==> config.mk <==
export PLATFORM = sky130hd
export DESIGN_NAME = acd_top
export DESIGN_NICKNAME = d
export VERILOG_FILES = /design/src/logic/acd_pkg.sv /design/src/logic/acd_top.sv
export SDC_FILE = /design/constraint.sdc
export NUM_CORES = 1
export LEC_CHECK = 0
export BUFFER_PORTS_ARGS = -buffer_cell sky130_fd_sc_hd__buf_2
export CAP_MARGIN = 0
export CORE_MARGIN = 2
export CORE_UTILIZATION = 66
export CTS_BUF_LIST = sky130_fd_sc_hd__clkbuf_4 sky130_fd_sc_hd__clkbuf_8
export CTS_CLUSTER_SIZE = 20
export DETAILED_ROUTE_END_ITERATION = 16
export MAX_ROUTING_LAYER = met4
export PLACE_DENSITY = 0.86
export SLEW_MARGIN = 20
export SYNTH_ARGS = -nofsm -noshare
export SYNTH_HDL_FRONTEND = slang
export SYNTH_SLANG_ARGS = --single-unit
==> constraint.sdc <==
create_clock -name pclk -period 8.47 [get_ports pclk]
set_input_delay 0.847 -clock pclk [delete_from_list [all_inputs] [get_ports pclk]]
set_output_delay 0.847 -clock pclk [all_outputs]
set_load 0.02 [all_outputs]
==> src/logic/acd_pkg.sv <==
/*
  Constants for the audio clock divider block: register indices,
  field positions, widths and reset values.
  Assumes a 32-bit APB bus carrying a 12-bit local byte address.
*/
package acd_pkg;

  // ----------------------------------------
  // Bus geometry
  // ----------------------------------------
  localparam int unsigned ADDR_W = 12;
  localparam int unsigned DATA_W = 32;

  // ----------------------------------------
  // Register indices (byte address is four times the index)
  // ----------------------------------------
  localparam logic [31:0] PCM_DIV_IDX = 32'h50001C40;
  localparam logic [31:0] PCM_FRAC_IDX = 32'h50001C42;
  localparam logic [31:0] PDM_CTRL_IDX = 32'h50001C44;
  localparam logic [31:0] SRC_CTRL_IDX = 32'h50001C46;
  localparam logic [31:0] STATUS_IDX = 32'h50001C48;

  // Local byte address, index times four, cut to the decoded width
  function automatic logic [ADDR_W-1:0] acd_byte_addr(input logic [31:0] idx);
    acd_byte_addr = {idx[ADDR_W-3:0], 2'h0};
  endfunction

  // ----------------------------------------
  // Field layout
  // ----------------------------------------
  localparam int unsigned PCM_REG_W = 14;
  localparam int unsigned PCM_DIV_W = 12;
  localparam int unsigned PCM_GATE_BIT = 12;
  localparam int unsigned FRAC_W = 16;
  localparam int unsigned PDM_REG_W = 10;
  localparam int unsigned PDM_MASTER_BIT = 9;
  localparam int unsigned PDM_GATE_BIT = 8;
  localparam int unsigned SRC_REG_W = 9;
  localparam int unsigned SRC_GATE_BIT = 8;
  localparam int unsigned DIV8_W = 8;
  localparam int unsigned STAT_NUM_LSB = 0;
  localparam int unsigned STAT_DEN_LSB = 8;
  localparam int unsigned STAT_RUN_LSB = 16;

  // ----------------------------------------
  // Reset values
  // ----------------------------------------
  localparam logic [PCM_REG_W-1:0] PCM_REG_RST = 14'h0000;
  localparam logic [FRAC_W-1:0] FRAC_REG_RST = 16'h0000;
  localparam logic [PDM_REG_W-1:0] PDM_REG_RST = 10'h000;
  localparam logic [SRC_REG_W-1:0] SRC_REG_RST = 9'h000;

endpackage

==> src/logic/acd_top.sv <==
/*
  Audio clock dividers: PCM clock with integer and fractional
  division, PDM clock with master or slave role, and the sample
  rate converter clock, all programmed over APB.
  Assumes pclk is the source clock and every input is synchronous to it.
*/
`timescale 1ns/10ps
module acd_top (
  // Clock and reset
  input wire logic pclk,
  input wire logic presetn,
  // APB slave
  input wire logic psel,
  input wire logic penable,
  input wire logic pwrite,
  input wire logic [acd_pkg::ADDR_W-1:0] paddr,
  input wire logic [acd_pkg::DATA_W-1:0] pwdata,
  input wire logic [3:0] pstrb,
  output logic pready,
  output logic pslverr,
  output logic [acd_pkg::DATA_W-1:0] prdata,
  // Audio clocks
  output logic pcm_clk,
  output logic src_clk,
  output logic pdm_clk,
  // PDM clock pin
  input wire logic pdm_clk_in,
  output logic pdm_clk_out,
  output logic pdm_clk_oe
);
  import acd_pkg::*;

  // ----------------------------------------
  // Helpers
  // ----------------------------------------
  function automatic logic [15:0] merge16(input logic [15:0] old,
                                          input logic [31:0] wd,
                                          input logic [3:0] strb);
    merge16 = old;
    if (strb[0]) begin
      merge16[7:0] = wd[7:0];
    end
    if (strb[1]) begin
      merge16[15:8] = wd[15:8];
    end
  endfunction

  function automatic logic [4:0] top_plus_one(input logic [15:0] f);
    top_plus_one = 5'h00;
    for (int i = 0; i < 16; i++) begin
      if (f[i]) begin
        top_plus_one = 5'(i + 1);
      end
    end
  endfunction

  function automatic logic [4:0] ones_count(input logic [15:0] f);
    ones_count = 5'h00;
    for (int i = 0; i < 16; i++) begin
      ones_count = ones_count + {4'h0, f[i]};
    end
  endfunction

  // Half period in source cycles; zero behaves like one
  function automatic logic [11:0] half_lim(input logic [11:0] d);
    half_lim = (d == 12'h000) ? 12'h000 : d - 12'h001;
  endfunction

  // ----------------------------------------
  // Registers
  // ----------------------------------------
  logic [PCM_REG_W-1:0] pcm_ctrl_reg;
  logic [FRAC_W-1:0] frac_reg;
  logic [PDM_REG_W-1:0] pdm_ctrl_reg;
  logic [SRC_REG_W-1:0] src_ctrl_reg;
  logic [PCM_DIV_W-1:0] pcm_lat_reg;
  logic [DIV8_W-1:0] pdm_lat_reg;
  logic [DIV8_W-1:0] src_lat_reg;

  logic setup_ph;
  logic wr_acc;
  logic sel_pcm;
  logic sel_frac;
  logic sel_pdm;
  logic sel_src;
  logic sel_stat;
  logic [15:0] pcm_wv;
  logic [15:0] pdm_wv;
  logic [15:0] src_wv;
  logic [4:0] frac_den;
  logic [4:0] frac_num;
  logic [DATA_W-1:0] rd_next;

  assign setup_ph = psel && !penable;
  assign wr_acc = psel && penable && pready && pwrite;
  assign sel_pcm = paddr == acd_byte_addr(PCM_DIV_IDX);
  assign sel_frac = paddr == acd_byte_addr(PCM_FRAC_IDX);
  assign sel_pdm = paddr == acd_byte_addr(PDM_CTRL_IDX);
  assign sel_src = paddr == acd_byte_addr(SRC_CTRL_IDX);
  assign sel_stat = paddr == acd_byte_addr(STATUS_IDX);
  assign pcm_wv = merge16({2'h0, pcm_ctrl_reg}, pwdata, pstrb);
  assign pdm_wv = merge16({6'h00, pdm_ctrl_reg}, pwdata, pstrb);
  assign src_wv = merge16({7'h00, src_ctrl_reg}, pwdata, pstrb);
  assign frac_den = top_plus_one(frac_reg);
  assign frac_num = ones_count(frac_reg);

  always_ff @(posedge pclk or negedge presetn) begin
    if (!presetn) begin
      pcm_ctrl_reg <= PCM_REG_RST;
      frac_reg <= FRAC_REG_RST;
      pdm_ctrl_reg <= PDM_REG_RST;
      src_ctrl_reg <= SRC_REG_RST;
    end else if (wr_acc) begin
      if (sel_pcm) begin
        pcm_ctrl_reg <= pcm_wv[PCM_REG_W-1:0];
      end
      if (sel_frac) begin
        frac_reg <= merge16(frac_reg, pwdata, pstrb);
      end
      if (sel_pdm) begin
        pdm_ctrl_reg <= pdm_wv[PDM_REG_W-1:0];
      end
      if (sel_src) begin
        src_ctrl_reg <= src_wv[SRC_REG_W-1:0];
      end
    end
  end

  // Divisors are captured only as a gate opens, so a later rewrite
  // of the divisor field leaves a running clock undisturbed.
  always_ff @(posedge pclk or negedge presetn) begin
    if (!presetn) begin
      pcm_lat_reg <= '0;
      pdm_lat_reg <= '0;
      src_lat_reg <= '0;
    end else if (wr_acc) begin
      if (sel_pcm && !pcm_ctrl_reg[PCM_GATE_BIT] && pcm_wv[PCM_GATE_BIT]) begin
        pcm_lat_reg <= pcm_wv[PCM_DIV_W-1:0];
      end
      if (sel_pdm && !pdm_ctrl_reg[PDM_GATE_BIT] && pdm_wv[PDM_GATE_BIT]) begin
        pdm_lat_reg <= pdm_wv[DIV8_W-1:0];
      end
      if (sel_src && !src_ctrl_reg[SRC_GATE_BIT] && src_wv[SRC_GATE_BIT]) begin
        src_lat_reg <= src_wv[DIV8_W-1:0];
      end
    end
  end

  // ----------------------------------------
  // APB answer: no wait state, data from flops
  // ----------------------------------------
  always_comb begin
    rd_next = '0;
    if (sel_pcm) begin
      rd_next = {18'h00000, pcm_ctrl_reg};
    end else if (sel_frac) begin
      rd_next = {16'h0000, frac_reg};
    end else if (sel_pdm) begin
      rd_next = {22'h000000, pdm_ctrl_reg};
    end else if (sel_src) begin
      rd_next = {23'h000000, src_ctrl_reg};
    end else if (sel_stat) begin
      rd_next[STAT_NUM_LSB +: 5] = frac_num;
      rd_next[STAT_DEN_LSB +: 5] = frac_den;
      rd_next[STAT_RUN_LSB +: 3] = {src_clk, pdm_clk, pcm_clk};
    end
  end

  always_ff @(posedge pclk or negedge presetn) begin
    if (!presetn) begin
      pready <= 1'b0;
      pslverr <= 1'b0;
      prdata <= '0;
    end else if (setup_ph) begin
      pready <= 1'b1;
      pslverr <= !(sel_pcm || sel_frac || sel_pdm || sel_src || sel_stat);
      prdata <= pwrite ? '0 : rd_next;
    end else begin
      pready <= 1'b0;
      pslverr <= 1'b0;
    end
  end

  // ----------------------------------------
  // PCM divider with fractional stretch
  // ----------------------------------------
  logic [11:0] pcm_cnt_reg;
  logic [3:0] pcm_pos_reg;
  logic pcm_ext_reg;
  logic [11:0] pcm_lim;
  logic [3:0] frac_top;

  assign pcm_lim = half_lim(pcm_lat_reg);
  assign frac_top = (frac_den == 5'h00) ? 4'h0 : 4'(frac_den - 5'h01);

  always_ff @(posedge pclk or negedge presetn) begin
    if (!presetn) begin
      pcm_cnt_reg <= '0;
      pcm_pos_reg <= '0;
      pcm_ext_reg <= 1'b0;
      pcm_clk <= 1'b0;
    end else if (!pcm_ctrl_reg[PCM_GATE_BIT]) begin
      pcm_cnt_reg <= '0;
      pcm_pos_reg <= frac_top;
      pcm_ext_reg <= 1'b0;
      pcm_clk <= 1'b0;
    end else if (pcm_cnt_reg != pcm_lim) begin
      pcm_cnt_reg <= pcm_cnt_reg + 12'h001;
    end else if (!pcm_clk && pcm_ext_reg) begin
      pcm_ext_reg <= 1'b0;
    end else begin
      pcm_cnt_reg <= '0;
      pcm_clk <= !pcm_clk;
      if (!pcm_clk) begin
        // A cycle starts: decide now whether its low phase is stretched
        pcm_ext_reg <= (frac_den != 5'h00) && frac_reg[pcm_pos_reg];
        pcm_pos_reg <= (pcm_pos_reg == 4'h0) ? frac_top : pcm_pos_reg - 4'h1;
      end
    end
  end

  // ----------------------------------------
  // PDM and converter dividers
  // ----------------------------------------
  logic [7:0] pdm_cnt_reg;
  logic [7:0] src_cnt_reg;
  logic pdm_run;
  logic [11:0] pdm_lim;
  logic [11:0] src_lim;

  assign pdm_run = pdm_ctrl_reg[PDM_GATE_BIT] && pdm_ctrl_reg[PDM_MASTER_BIT];
  assign pdm_lim = half_lim({4'h0, pdm_lat_reg});
  assign src_lim = half_lim({4'h0, src_lat_reg});

  always_ff @(posedge pclk or negedge presetn) begin
    if (!presetn) begin
      pdm_cnt_reg <= '0;
      pdm_clk_out <= 1'b0;
    end else if (!pdm_run) begin
      pdm_cnt_reg <= '0;
      pdm_clk_out <= 1'b0;
    end else if ({4'h0, pdm_cnt_reg} != pdm_lim) begin
      pdm_cnt_reg <= pdm_cnt_reg + 8'h01;
    end else begin
      pdm_cnt_reg <= '0;
      pdm_clk_out <= !pdm_clk_out;
    end
  end

  // Slave role follows the pin; the copy lags the source by one cycle
  always_ff @(posedge pclk or negedge presetn) begin
    if (!presetn) begin
      pdm_clk <= 1'b0;
      pdm_clk_oe <= 1'b0;
    end else begin
      pdm_clk_oe <= pdm_run;
      if (!pdm_ctrl_reg[PDM_GATE_BIT]) begin
        pdm_clk <= 1'b0;
      end else if (pdm_ctrl_reg[PDM_MASTER_BIT]) begin
        pdm_clk <= pdm_clk_out;
      end else begin
        pdm_clk <= pdm_clk_in;
      end
    end
  end

  always_ff @(posedge pclk or negedge presetn) begin
    if (!presetn) begin
      src_cnt_reg <= '0;
      src_clk <= 1'b0;
    end else if (!src_ctrl_reg[SRC_GATE_BIT]) begin
      src_cnt_reg <= '0;
      src_clk <= 1'b0;
    end else if ({4'h0, src_cnt_reg} != src_lim) begin
      src_cnt_reg <= src_cnt_reg + 8'h01;
    end else begin
      src_cnt_reg <= '0;
      src_clk <= !src_clk;
    end
  end
endmodule

==> flow_metrics.tcl, run 1 <==
set metrics [dict create \
    status "completed" \
    diodes 0 \
    cts_tree "done" \
    arrival_ns 4.60 \
    wl_um 20660 \
    critPathLaunchType "register" \
    worst_pin_slew_ns 0.9348 \
    required_ns 8.81 \
    holdBufCountCts 0 \
    finalHoldViolCount 0 \
    dieWidth_um 115.2 \
    leakage_nw 4.399 \
    finalSetupViolations 0 \
    drv_cap 0 \
    grt_pass1_wl_um 33840 \
    min_period_ns 4.260 \
    slew_violations 0 \
    final_nets 983 \
    post_drt_wl_per_cell_um 19.44 \
    io_buffer_count 61 \
    cts_sinks 136 \
    viasPerCell 6.438 \
    fp.dieArea_um2 13260 \
    ios 93 \
    synth_cell_types 73 \
    startpoint "frac_reg[15]" \
    post-cts-setup-buffers 0 \
    std_cell_rows 40 \
    rsz0062_at_grt "no" \
    htree_num_levels 4 \
    hold_path_class "input port to asynchronous set/reset pin" \
    layout-drive-gt1-share 0.1681 \
    clock_latency_ns 0.46 \
    hpwl_um 14890 \
    core_um2 12010 \
    power_mw 1.369 \
    cts_resized 0 \
    vias 6844 \
    power.density_nw_per_um2 152.2 \
    cts_buffer_depth 2 \
    finClkSkew_ns 0.01269 \
    synth_warnings 0 \
    ant_nets 0 \
    tns_ns 0 \
    slew-limit-headroom 0.3745 \
    grt_max_degree 76 \
    synth_edf_count 0 \
    end_kind "register" \
    area_growth_pct 10.27 \
    clockRootBuffer "clkbuf_8" \
    antenna_found_initial 0 \
    dominantRegCellSynth "dfrtp_1" \
    initial_utilization 0.6789 \
    rrSetupSlack_ns 4.21 \
    fmax_mhz 234.7 \
    place_congestion 0.9380 \
    grt_pass1_vias 6771 \
    avgSynthCellArea_um2 9.582 \
    ys_seq_elements 136 \
    drt-initial-drc-count 651 \
    syn-cell-area_um2 8154 \
    ir_worst_vdd_v 0.0002353 \
    drc 0 \
    drtPass1Iterations 5 \
    grtUsageTotal 0.3399 \
    grt.overflow.total 0 \
    die_y_um 115.2 \
    cts_buffers 17 \
    fill_cells 860 \
    critPathKind "register to register" \
    timing.rr.start "frac_reg[15]" \
    clk_pin_slew_ns 0.08 \
    cp_max_fo 8 \
    seq_area_frac_synth 0.4174 \
    syn_inst 851 \
    fin_crit_sh 0.5030 \
    largest_reg_flops 19 \
    async_flop_share 1.000 \
]
-- cells by family (layout without fill, tap and decap cells) --
group / Yosys count / after routing / synth area share
muxes: 78 / 78 / 0.1117
xor gates and xnor gates: 45 / 45 / 0.04834
AOI/OAI and AO/OA: 174 / 174 / 0.1367
DFF: 136 / 136 / 0.4174
other: 1 / 13 / 0.0004599
adders and majority gates: 25 / 25 / 0.04757
and+or+nand+nor: 301 / 301 / 0.1877
buffers and inverters: 91 / 144 / 0.05018
-- Yosys cell counts, types with 15 or more instances --
library cell / count / share of area
mux2i_1: 37 / 0.045
nor3_1: 21 / 0.013
mux2_2: 34 / 0.047
ha_1: 15 / 0.023
o21ai_0: 61 / 0.037
nor2_1: 69 / 0.032
inv_1: 46 / 0.021
nand2_1: 86 / 0.040
nand3_1: 25 / 0.015
a21oi_1: 44 / 0.027
xor2_1: 24 / 0.026
clkbuf_1: 27 / 0.012
xnor2_1: 21 / 0.023
dfrtp_1: 136 / 0.42
-- per-stage QoR --
step / hold slack, ns / setup slack, ns / utilization / cells / cell area, um^2
6_report: 0.3436 / 4.210 / 0.7485 / 1063 / 8991
5_1_grt: 0.3927 / 4.007 / 0.7485 / 1063 / 8991
4_1_cts: 0.3637 / 4.244 / 0.7485 / 1063 / 8991
3_5_place_dp: 0.4699 / 4.268 / 0.7079 / 1032 / 8503
3_3_place_gp: 0.4559 / 4.249 / 0.7079 / 1032 / 8503
2_1_floorplan: 0.4783 / 4.631 / - / 863 / 8199
-- layout make-up --
type / count / area, um^2 / share of cell area
inverter: 46 / 172.7 / 0.01920
multi-input combinational: 636 / 4387 / 0.4879
clock inverter: 11 / 219.0 / 0.02435
tap: 147 / 183.9 / 0.02046
timing repair buffer: 67 / 356.6 / 0.03966
clock buffer: 20 / 269.0 / 0.02992
sequential: 136 / 3403 / 0.3785
-- placed cells by master (no fill, tap or decap), types with 5 or more instances in the layout --
cell,netlist,layout
mux2i_1,37,37
nand2_1,86,86
nand3b_1,11,11
mux4_2,7,7
a21o_1,10,10
dfrtp_1,136,136
ha_1,15,15
nand3_1,25,25
nor4b_1,6,6
a21oi_1,44,44
or3_1,13,13
nor4_1,7,7
and2_1,6,6
clkbuf_8,0,19
buf_2,0,60
bufinv_16,0,6
nand2b_1,10,10
inv_1,46,46
xnor2_1,21,21
nor3_1,21,21
conb_1,1,13
mux2_2,34,34
fa_1,10,10
o31ai_1,6,6
buf_4,14,6
and3_1,14,14
xor2_1,24,24
nor2_1,69,69
nor3b_1,5,5
o21ai_0,61,61
a22oi_1,6,6
-- path summary, 6_finish.rpt --
check,endpoint,cells after the start
min in group pclk,prdata[3],2
worst max register to register,prdata[2],13
worst max-delay path,prdata[2],13
worst min-delay path,prdata[12],1
max in group asynchronous,pcm_ctrl_reg[0],2
worst min register to register,prdata[3],2
-- worst max-delay path: stages, from the launching register on --
cell	delay [ns]
dfrtp_1	0.47
inv_1	0.23
fa_1	0.47
fa_1	0.55
fa_1	0.45
fa_1	0.50
inv_1	0.05
ha_1	0.20
fa_1	0.40
xor2_1	0.18
a221oi_1	0.25
nor2_1	0.06
a221oi_1	0.23
o21ai_0	0.11
-- where the power goes --
part | switching (mW) | leakage, nW | internal, mW
combinational | 0.0432 | 2.36 | 0.0159
clock | 0.261 | 0.243 | 0.399
sequential | 0.000298 | 1.79 | 0.649
total | 0.304 | 4.40 | 1.06
-- layer usage --
metal	part of all wire	track usage	routed length (um)	vias to the layer above
li1	-	-	-	3117
met1	0.41	0.4324	8524	3375
met2	0.49	0.5478	10140	301
met3	0.071	0.07538	1477	51
met4	0.025	0.1052	524	0
met5	0	-	0	-
Note: power is estimated with default switching activity, not from simulation.
==> inputs of run 2 (changes only) <==
--- a/config.mk
+++ b/config.mk
@@ -5,15 +5,16 @@
 export SDC_FILE = /design/constraint.sdc
 export NUM_CORES = 1
 export LEC_CHECK = 0
+export ABC_AREA = 1
 export BUFFER_PORTS_ARGS = -buffer_cell sky130_fd_sc_hd__buf_2
 export CAP_MARGIN = 0
 export CORE_MARGIN = 2
-export CORE_UTILIZATION = 66
+export CORE_UTILIZATION = 55
 export CTS_BUF_LIST = sky130_fd_sc_hd__clkbuf_4 sky130_fd_sc_hd__clkbuf_8
 export CTS_CLUSTER_SIZE = 20
 export DETAILED_ROUTE_END_ITERATION = 16
 export MAX_ROUTING_LAYER = met4
-export PLACE_DENSITY = 0.86
+export PLACE_DENSITY = 0.76
 export SLEW_MARGIN = 20
 export SYNTH_ARGS = -nofsm -noshare
 export SYNTH_HDL_FRONTEND = slang
==> constraint.sdc (replaced) <==
create_clock -name pclk -period 3.75 [get_ports pclk]
set_input_delay 0.375 -clock pclk [delete_from_list [all_inputs] [get_ports pclk]]
set_output_delay 0.375 -clock pclk [all_outputs]
set_load 0.02 [all_outputs]
==> flow_metrics.tcl, run 2 <==
set metrics [dict create \
    cp_slowest_cell "fa_1" \
    post-place-ws_ns -0.04169 \
    die_y_um 124.4 \
    rrSetupSlack_ns 0.03 \
    cp_max_fo 2 \
    synth_top_area_cell "dfrtp_1" \
    io_buffer_count 61 \
    path_depth 13 \
    cp.buffers_inverters 2 \
    finClkSkew_ns 0.01437 \
    drc 0 \
    core_um2 14040 \
    worst_pin_slew_ns 0.8458 \
    status "finished with violations" \
    ios 93 \
    diodes 0 \
    slew_violations 0 \
    clk_pin_slew_ns 0.09 \
    setup_slack_ns 0.03238 \
    fill_cells 1256 \
    initial_utilization 0.5674 \
    drv_cap 0 \
    finalSetupViolations 0 \
    power_mw 2.843 \
    synth_top_area_frac 0.4271 \
    hold_path_class "input port to asynchronous set/reset pin" \
    mostFrequentLayoutCells "225 x nand2_1, 136 x dfrtp_1, 115 x o21ai_0" \
    drtPass1Iterations 5 \
    synthTopCellsByArea "dfrtp_1 43%, nand2_1 11%, o21ai_0 7.4%" \
    reg2regPathDepth 13 \
    leakage_nw 4.341 \
    rsz0062_at_grt "yes" \
    finalHoldViolCount 5 \
    regArea_um2 3403 \
    syn_inst 1002 \
    synth_common_cells "225 x nand2_1, 136 x dfrtp_1, 119 x inv_1" \
    path_cells "inv_2 -> fa_1 -> fa_1 -> fa_2 -> fa_1 -> inv_2 -> ha_4 -> fa_2 -> xnor2_2 -> o21ai_1 -> a21oi_1 -> a31oi_1 -> a21o_1" \
    synth_warnings 0 \
    holdBufCountCts 0 \
    layout_commonest_cell "nand2_1" \
    grt_pass1_vias 6629 \
    layout-drive-gt1-share 0.1536 \
    cts_tree "done" \
    synth_cell_types 49 \
    clockRootBuffer "clkbuf_8" \
    fin_crit_sh 0.9914 \
    wl_um 19990 \
    seq_area_frac_synth 0.4271 \
    critPathKind "register to register" \
    std_cell_rows 43 \
    post_drt_wl_per_cell_um 15.69 \
    required_ns 4.12 \
    end_kind "register" \
    htree_num_levels 4 \
    clock_latency_ns 0.47 \
    ant_nets 0 \
    viasPerCell 5.493 \
    critPathLaunchType "register" \
    ys_seq_elements 136 \
    largest_reg_flops 19 \
    vias 6998 \
    violations "negative hold slack" \
    multi_input_area_um2 3988 \
    antenna_found_initial 0 \
    cts_sinks 136 \
    grtUsageTotal 0.2761 \
    dominantRegCellSynth "dfrtp_1" \
    final_nets 1160 \
    synth_edf_count 0 \
    slew-limit-headroom 0.4362 \
    cts_buffers 17 \
    avgSynthCellArea_um2 7.952 \
    cts_buffer_depth 2 \
    area_growth_pct 12.52 \
    hpwl_um 15090 \
    drt-initial-drc-count 667 \
    fmax_mhz 269.0 \
    cp_top_family "adder cells" \
    ir_worst_vdd_v 0.0001941 \
    dieWidth_um 124.4 \
    critical-path-max-stage-delay_ns 0.57 \
    fp.dieArea_um2 15470 \
    min_period_ns 3.718 \
    grt.overflow.total 0 \
    power.density_nw_per_um2 317.1 \
    grt_max_degree 94 \
    crit_top_cell "fa_1" \
    syn-cell-area_um2 7968 \
    arrival_ns 4.09 \
    async_flop_share 1.000 \
    holdWs_ns -0.004110 \
    place_congestion 0.9211 \
    yosysMostFrequentCell "nand2_1" \
    grt_pass1_wl_um 33240 \
]
==> run 2: changes by cell type after synthesis, moves of 21 or more <==
cell and delta:
nand2_1 +139, mux2_2 -21, nand3_1 +32, mux2i_1 -37
inv_1 +73, o21ai_0 +57
==> run 2: repair_timing <==
action | in CTS | in global routing
setup endpoints to repair | 2 | 4
hold endpoints to repair | 0 | 0
pin swaps | 0 | 8
resized for setup | 1 | 19
buffers inserted | 0 | 4
==> run 2: worst paths after layout <==
path,end,from
max in group asynchronous,pcm_pos_reg[3],presetn
worst min register to register,prdata[5],prdata[5]
worst max register to register,prdata[2],frac_reg[11]
min in group pclk,pready,penable
worst min-delay path,pdm_cnt_reg[5],presetn
worst max-delay path,prdata[2],frac_reg[11]
==> run 2: kinds of logic after synthesis <==
family                     after synthesis  share of synthesized area
and+or+nand+nor                        403                     0.2148
AOI/OAI and AO/OA                      224                     0.1610
buffers and inverters                  158                    0.08339
DFF                                    136                     0.4271
xor gates and xnor gates                42                    0.04617
adders and majority gates               25                    0.04868
muxes                                   13                    0.01837
other                                    1                  0.0004707
==> run 2: cell type report <==
cell class,count,area share
clock buffers,17,0.02610
well taps,180,0.02512
multi-input cells,720,0.4448
repair buffers,85,0.05485
inverters,121,0.05066
flip-flops and latches,136,0.3796
clock inverters,15,0.01884
==> run 2: per-layer routing <==
layer / share of wire / GRT usage
met5: 0 / -
met4: 0.022 / 0.09319
met3: 0.063 / 0.05498
met2: 0.45 / 0.4041
met1: 0.47 / 0.3876
==> run 2: report_power, final <==
group	switching, mW	internal (mW)
registers	0.00182	1.47
logic	0.0996	0.0291
clock network	0.641	0.604
total	0.742	2.10
==> run 2: through the flow <==
stage	utilization	hold WS (ns)	setup TNS, ns	instances	area (um^2)
after detailed placement	0.6046	0.4660	-0.04169	1238	8489
after CTS	0.6334	0.0004644	0	1270	8895
final	0.6384	-0.004110	0	1274	8965
after global routing	0.6384	0.04137	-0.1783	1274	8965
after floorplan	-	0.07941	0	1014	8013
after global placement	0.6046	0.4599	0	1238	8489
==> inputs of run 3 (changes only) <==
--- a/config.mk
+++ b/config.mk
@@ -5,7 +5,6 @@
 export SDC_FILE = /design/constraint.sdc
 export NUM_CORES = 1
 export LEC_CHECK = 0
-export ABC_AREA = 1
 export BUFFER_PORTS_ARGS = -buffer_cell sky130_fd_sc_hd__buf_2
 export CAP_MARGIN = 0
 export CORE_MARGIN = 2
==> flow_metrics.tcl, run 3 (synthesis gave the netlist of run 1 again) <==
set metrics [dict create \
    hold_path_class "input port to asynchronous set/reset pin" \
    viasPerCell 5.985 \
    fp.dieArea_um2 15820 \
    p_comb_frac 0.047 \
    grt_pass1_wl_um 33450 \
    setup_slack_ns -0.06895 \
    critical-path-max-stage-delay_ns 0.55 \
    critPathLaunchType "register" \
    cts_sinks 136 \
    crit_top_cell "fa_1" \
    fmax_mhz 261.9 \
    drt-initial-drc-count 618 \
    sw_frac_of_total 0.2460 \
    grtUsageTotal 0.2726 \
    intPower_mw 2.202 \
    layout_commonest_cell "dfrtp_1" \
    vias 6733 \
    finalHoldViolCount 9 \
    pwr-share-clk 0.451 \
    wl_um 19940 \
    placed_area_um2 8710 \
    htree_num_levels 4 \
    largest_reg_flops 19 \
    io_buffer_count 61 \
    dieWidth_um 125.8 \
    place_congestion 0.9188 \
    path_cells "inv_2 -> fa_1 -> fa_1 -> fa_1 -> fa_1 -> inv_2 -> ha_4 -> fa_2 -> xor2_1 -> a221oi_2 -> nor2_1 -> a221oi_2 -> o21ai_1" \
    worst_pin_slew_ns 0.8570 \
    power.density_nw_per_um2 317.8 \
    mostFrequentLayoutCells "136 x dfrtp_1, 86 x nand2_1, 69 x nor2_1" \
    cts_tree "done" \
    hpwl_um 14570 \
    fill_cells 1250 \
    ir_worst_vdd_v 0.0001880 \
    final_cell_area_um2 9188 \
    grt_max_degree 93 \
    cts_buffers 17 \
    dpl.cell_count 1090 \
    status "finished with violations" \
    cp_max_fo 2 \
    tns_ns -0.06895 \
    diodes 0 \
    slew-limit-headroom 0.4287 \
    holdBufCountCts 0 \
    critPathKind "register to register" \
    clockRootBuffer "clkbuf_8" \
    violations "negative hold slack, negative setup slack" \
    switchingPower_uw 718.3 \
    path_depth 13 \
    post-place-ws_ns -0.1653 \
    layout-drive-gt1-share 0.1998 \
    leakage_nw 4.473 \
    layout.cells.non_filler 1125 \
    die_y_um 125.8 \
    grt.overflow.total 0 \
    finalSetupViolations 1 \
    holdWs_ns -0.04046 \
    final_nets 1007 \
    min_period_ns 3.819 \
    required_ns 4.10 \
    seqPwrFrac 0.502 \
    core_um2 14530 \
    area_growth_pct 12.67 \
    finClkSkew_ns 0.02288 \
    initial_utilization 0.5610 \
    cp_slowest_cell "fa_1" \
    std_cell_rows 44 \
    cp.buffers_inverters 2 \
    antenna_found_initial 0 \
    reg2regPathDepth 13 \
    ant_nets 0 \
    ios 93 \
    drv_cap 0 \
    end_kind "register" \
    slew_violations 0 \
    clk_pin_slew_ns 0.08 \
    drc 0 \
    clock_latency_ns 0.48 \
    rsz0062_at_grt "yes" \
    drtPass1Iterations 5 \
    cp_top_family "adder cells" \
    grt_pass1_vias 6584 \
    arrival_ns 4.17 \
    cts_buffer_depth 2 \
    fin_crit_sh 1.018 \
    post_drt_wl_per_cell_um 17.73 \
]
-- run 3: area by class of cell --
cell class                      instances  area [um^2]  share of cell area
Timing Repair Buffer                   91        536.8             0.05842
Tap cell                              184        230.2             0.02506
Inverter                               46        172.7             0.01879
Sequential cell                       136         3403              0.3704
Multi-Input combinational cell        636         4414              0.4805
Clock buffer                           19        261.5             0.02846
Clock inverter                         13        168.9             0.01838
-- run 3: power groups by stage --
stage	clock, mW	combinational [mW]	sequential [mW]
2_1_floorplan	0	0.0663	1.50
3_3_place_gp	0	0.137	1.50
3_5_place_dp	0	0.137	1.50
4_1_cts	1.33	0.138	1.47
5_1_grt	1.41	0.150	1.47
6_report	1.32	0.136	1.47
-- run 3: layer usage --
| layer | wire (um) | share of wire | vias to the layer above | GRT usage |
|---|---|---|---|---|
| li1 | - | - | 3170 | - |
| met1 | 8966 | 0.45 | 3239 | 0.3658 |
| met2 | 9225 | 0.46 | 260 | 0.4159 |
| met3 | 1106 | 0.055 | 64 | 0.04758 |
| met4 | 643 | 0.032 | 0 | 0.1099 |
| met5 | 0 | 0 | - | - |
-- run 3: final timing paths --
| path | startpoint | end | slack (ns) |
|---|---|---|---|
| worst max register to register | frac_reg[11] | prdata[2] | -0.07 |
| worst min-delay path | presetn | pcm_cnt_reg[6] | -0.04 |
| worst min register to register | prdata[15] | prdata[15] | 0.48 |
| max in group asynchronous | presetn | frac_reg[13] | 2.90 |
| min in group pclk | pwdata[14] | frac_reg[14] | 0.14 |
| worst max-delay path | frac_reg[11] | prdata[2] | -0.07 |
-- run 3: per-stage QoR --
stage	hold WS (ns)	utilization	power (mW)
after floorplan	0.07941	-	1.564
after global placement	0.4573	0.5993	1.633
after detailed placement	0.4646	0.5993	1.634
after CTS	0.02061	0.6296	2.935
after global routing	0.03990	0.6321	3.023
final	-0.04046	0.6321	2.920
-- run 3: repair_timing --
| action | 4_1_cts | 5_1_grt |
|---|---|---|
| buffers inserted | 1 | 2 |
| pin swaps | 3 | 4 |
| setup endpoints to repair | 2 | 3 |
| gates resized for setup | 2 | 7 |
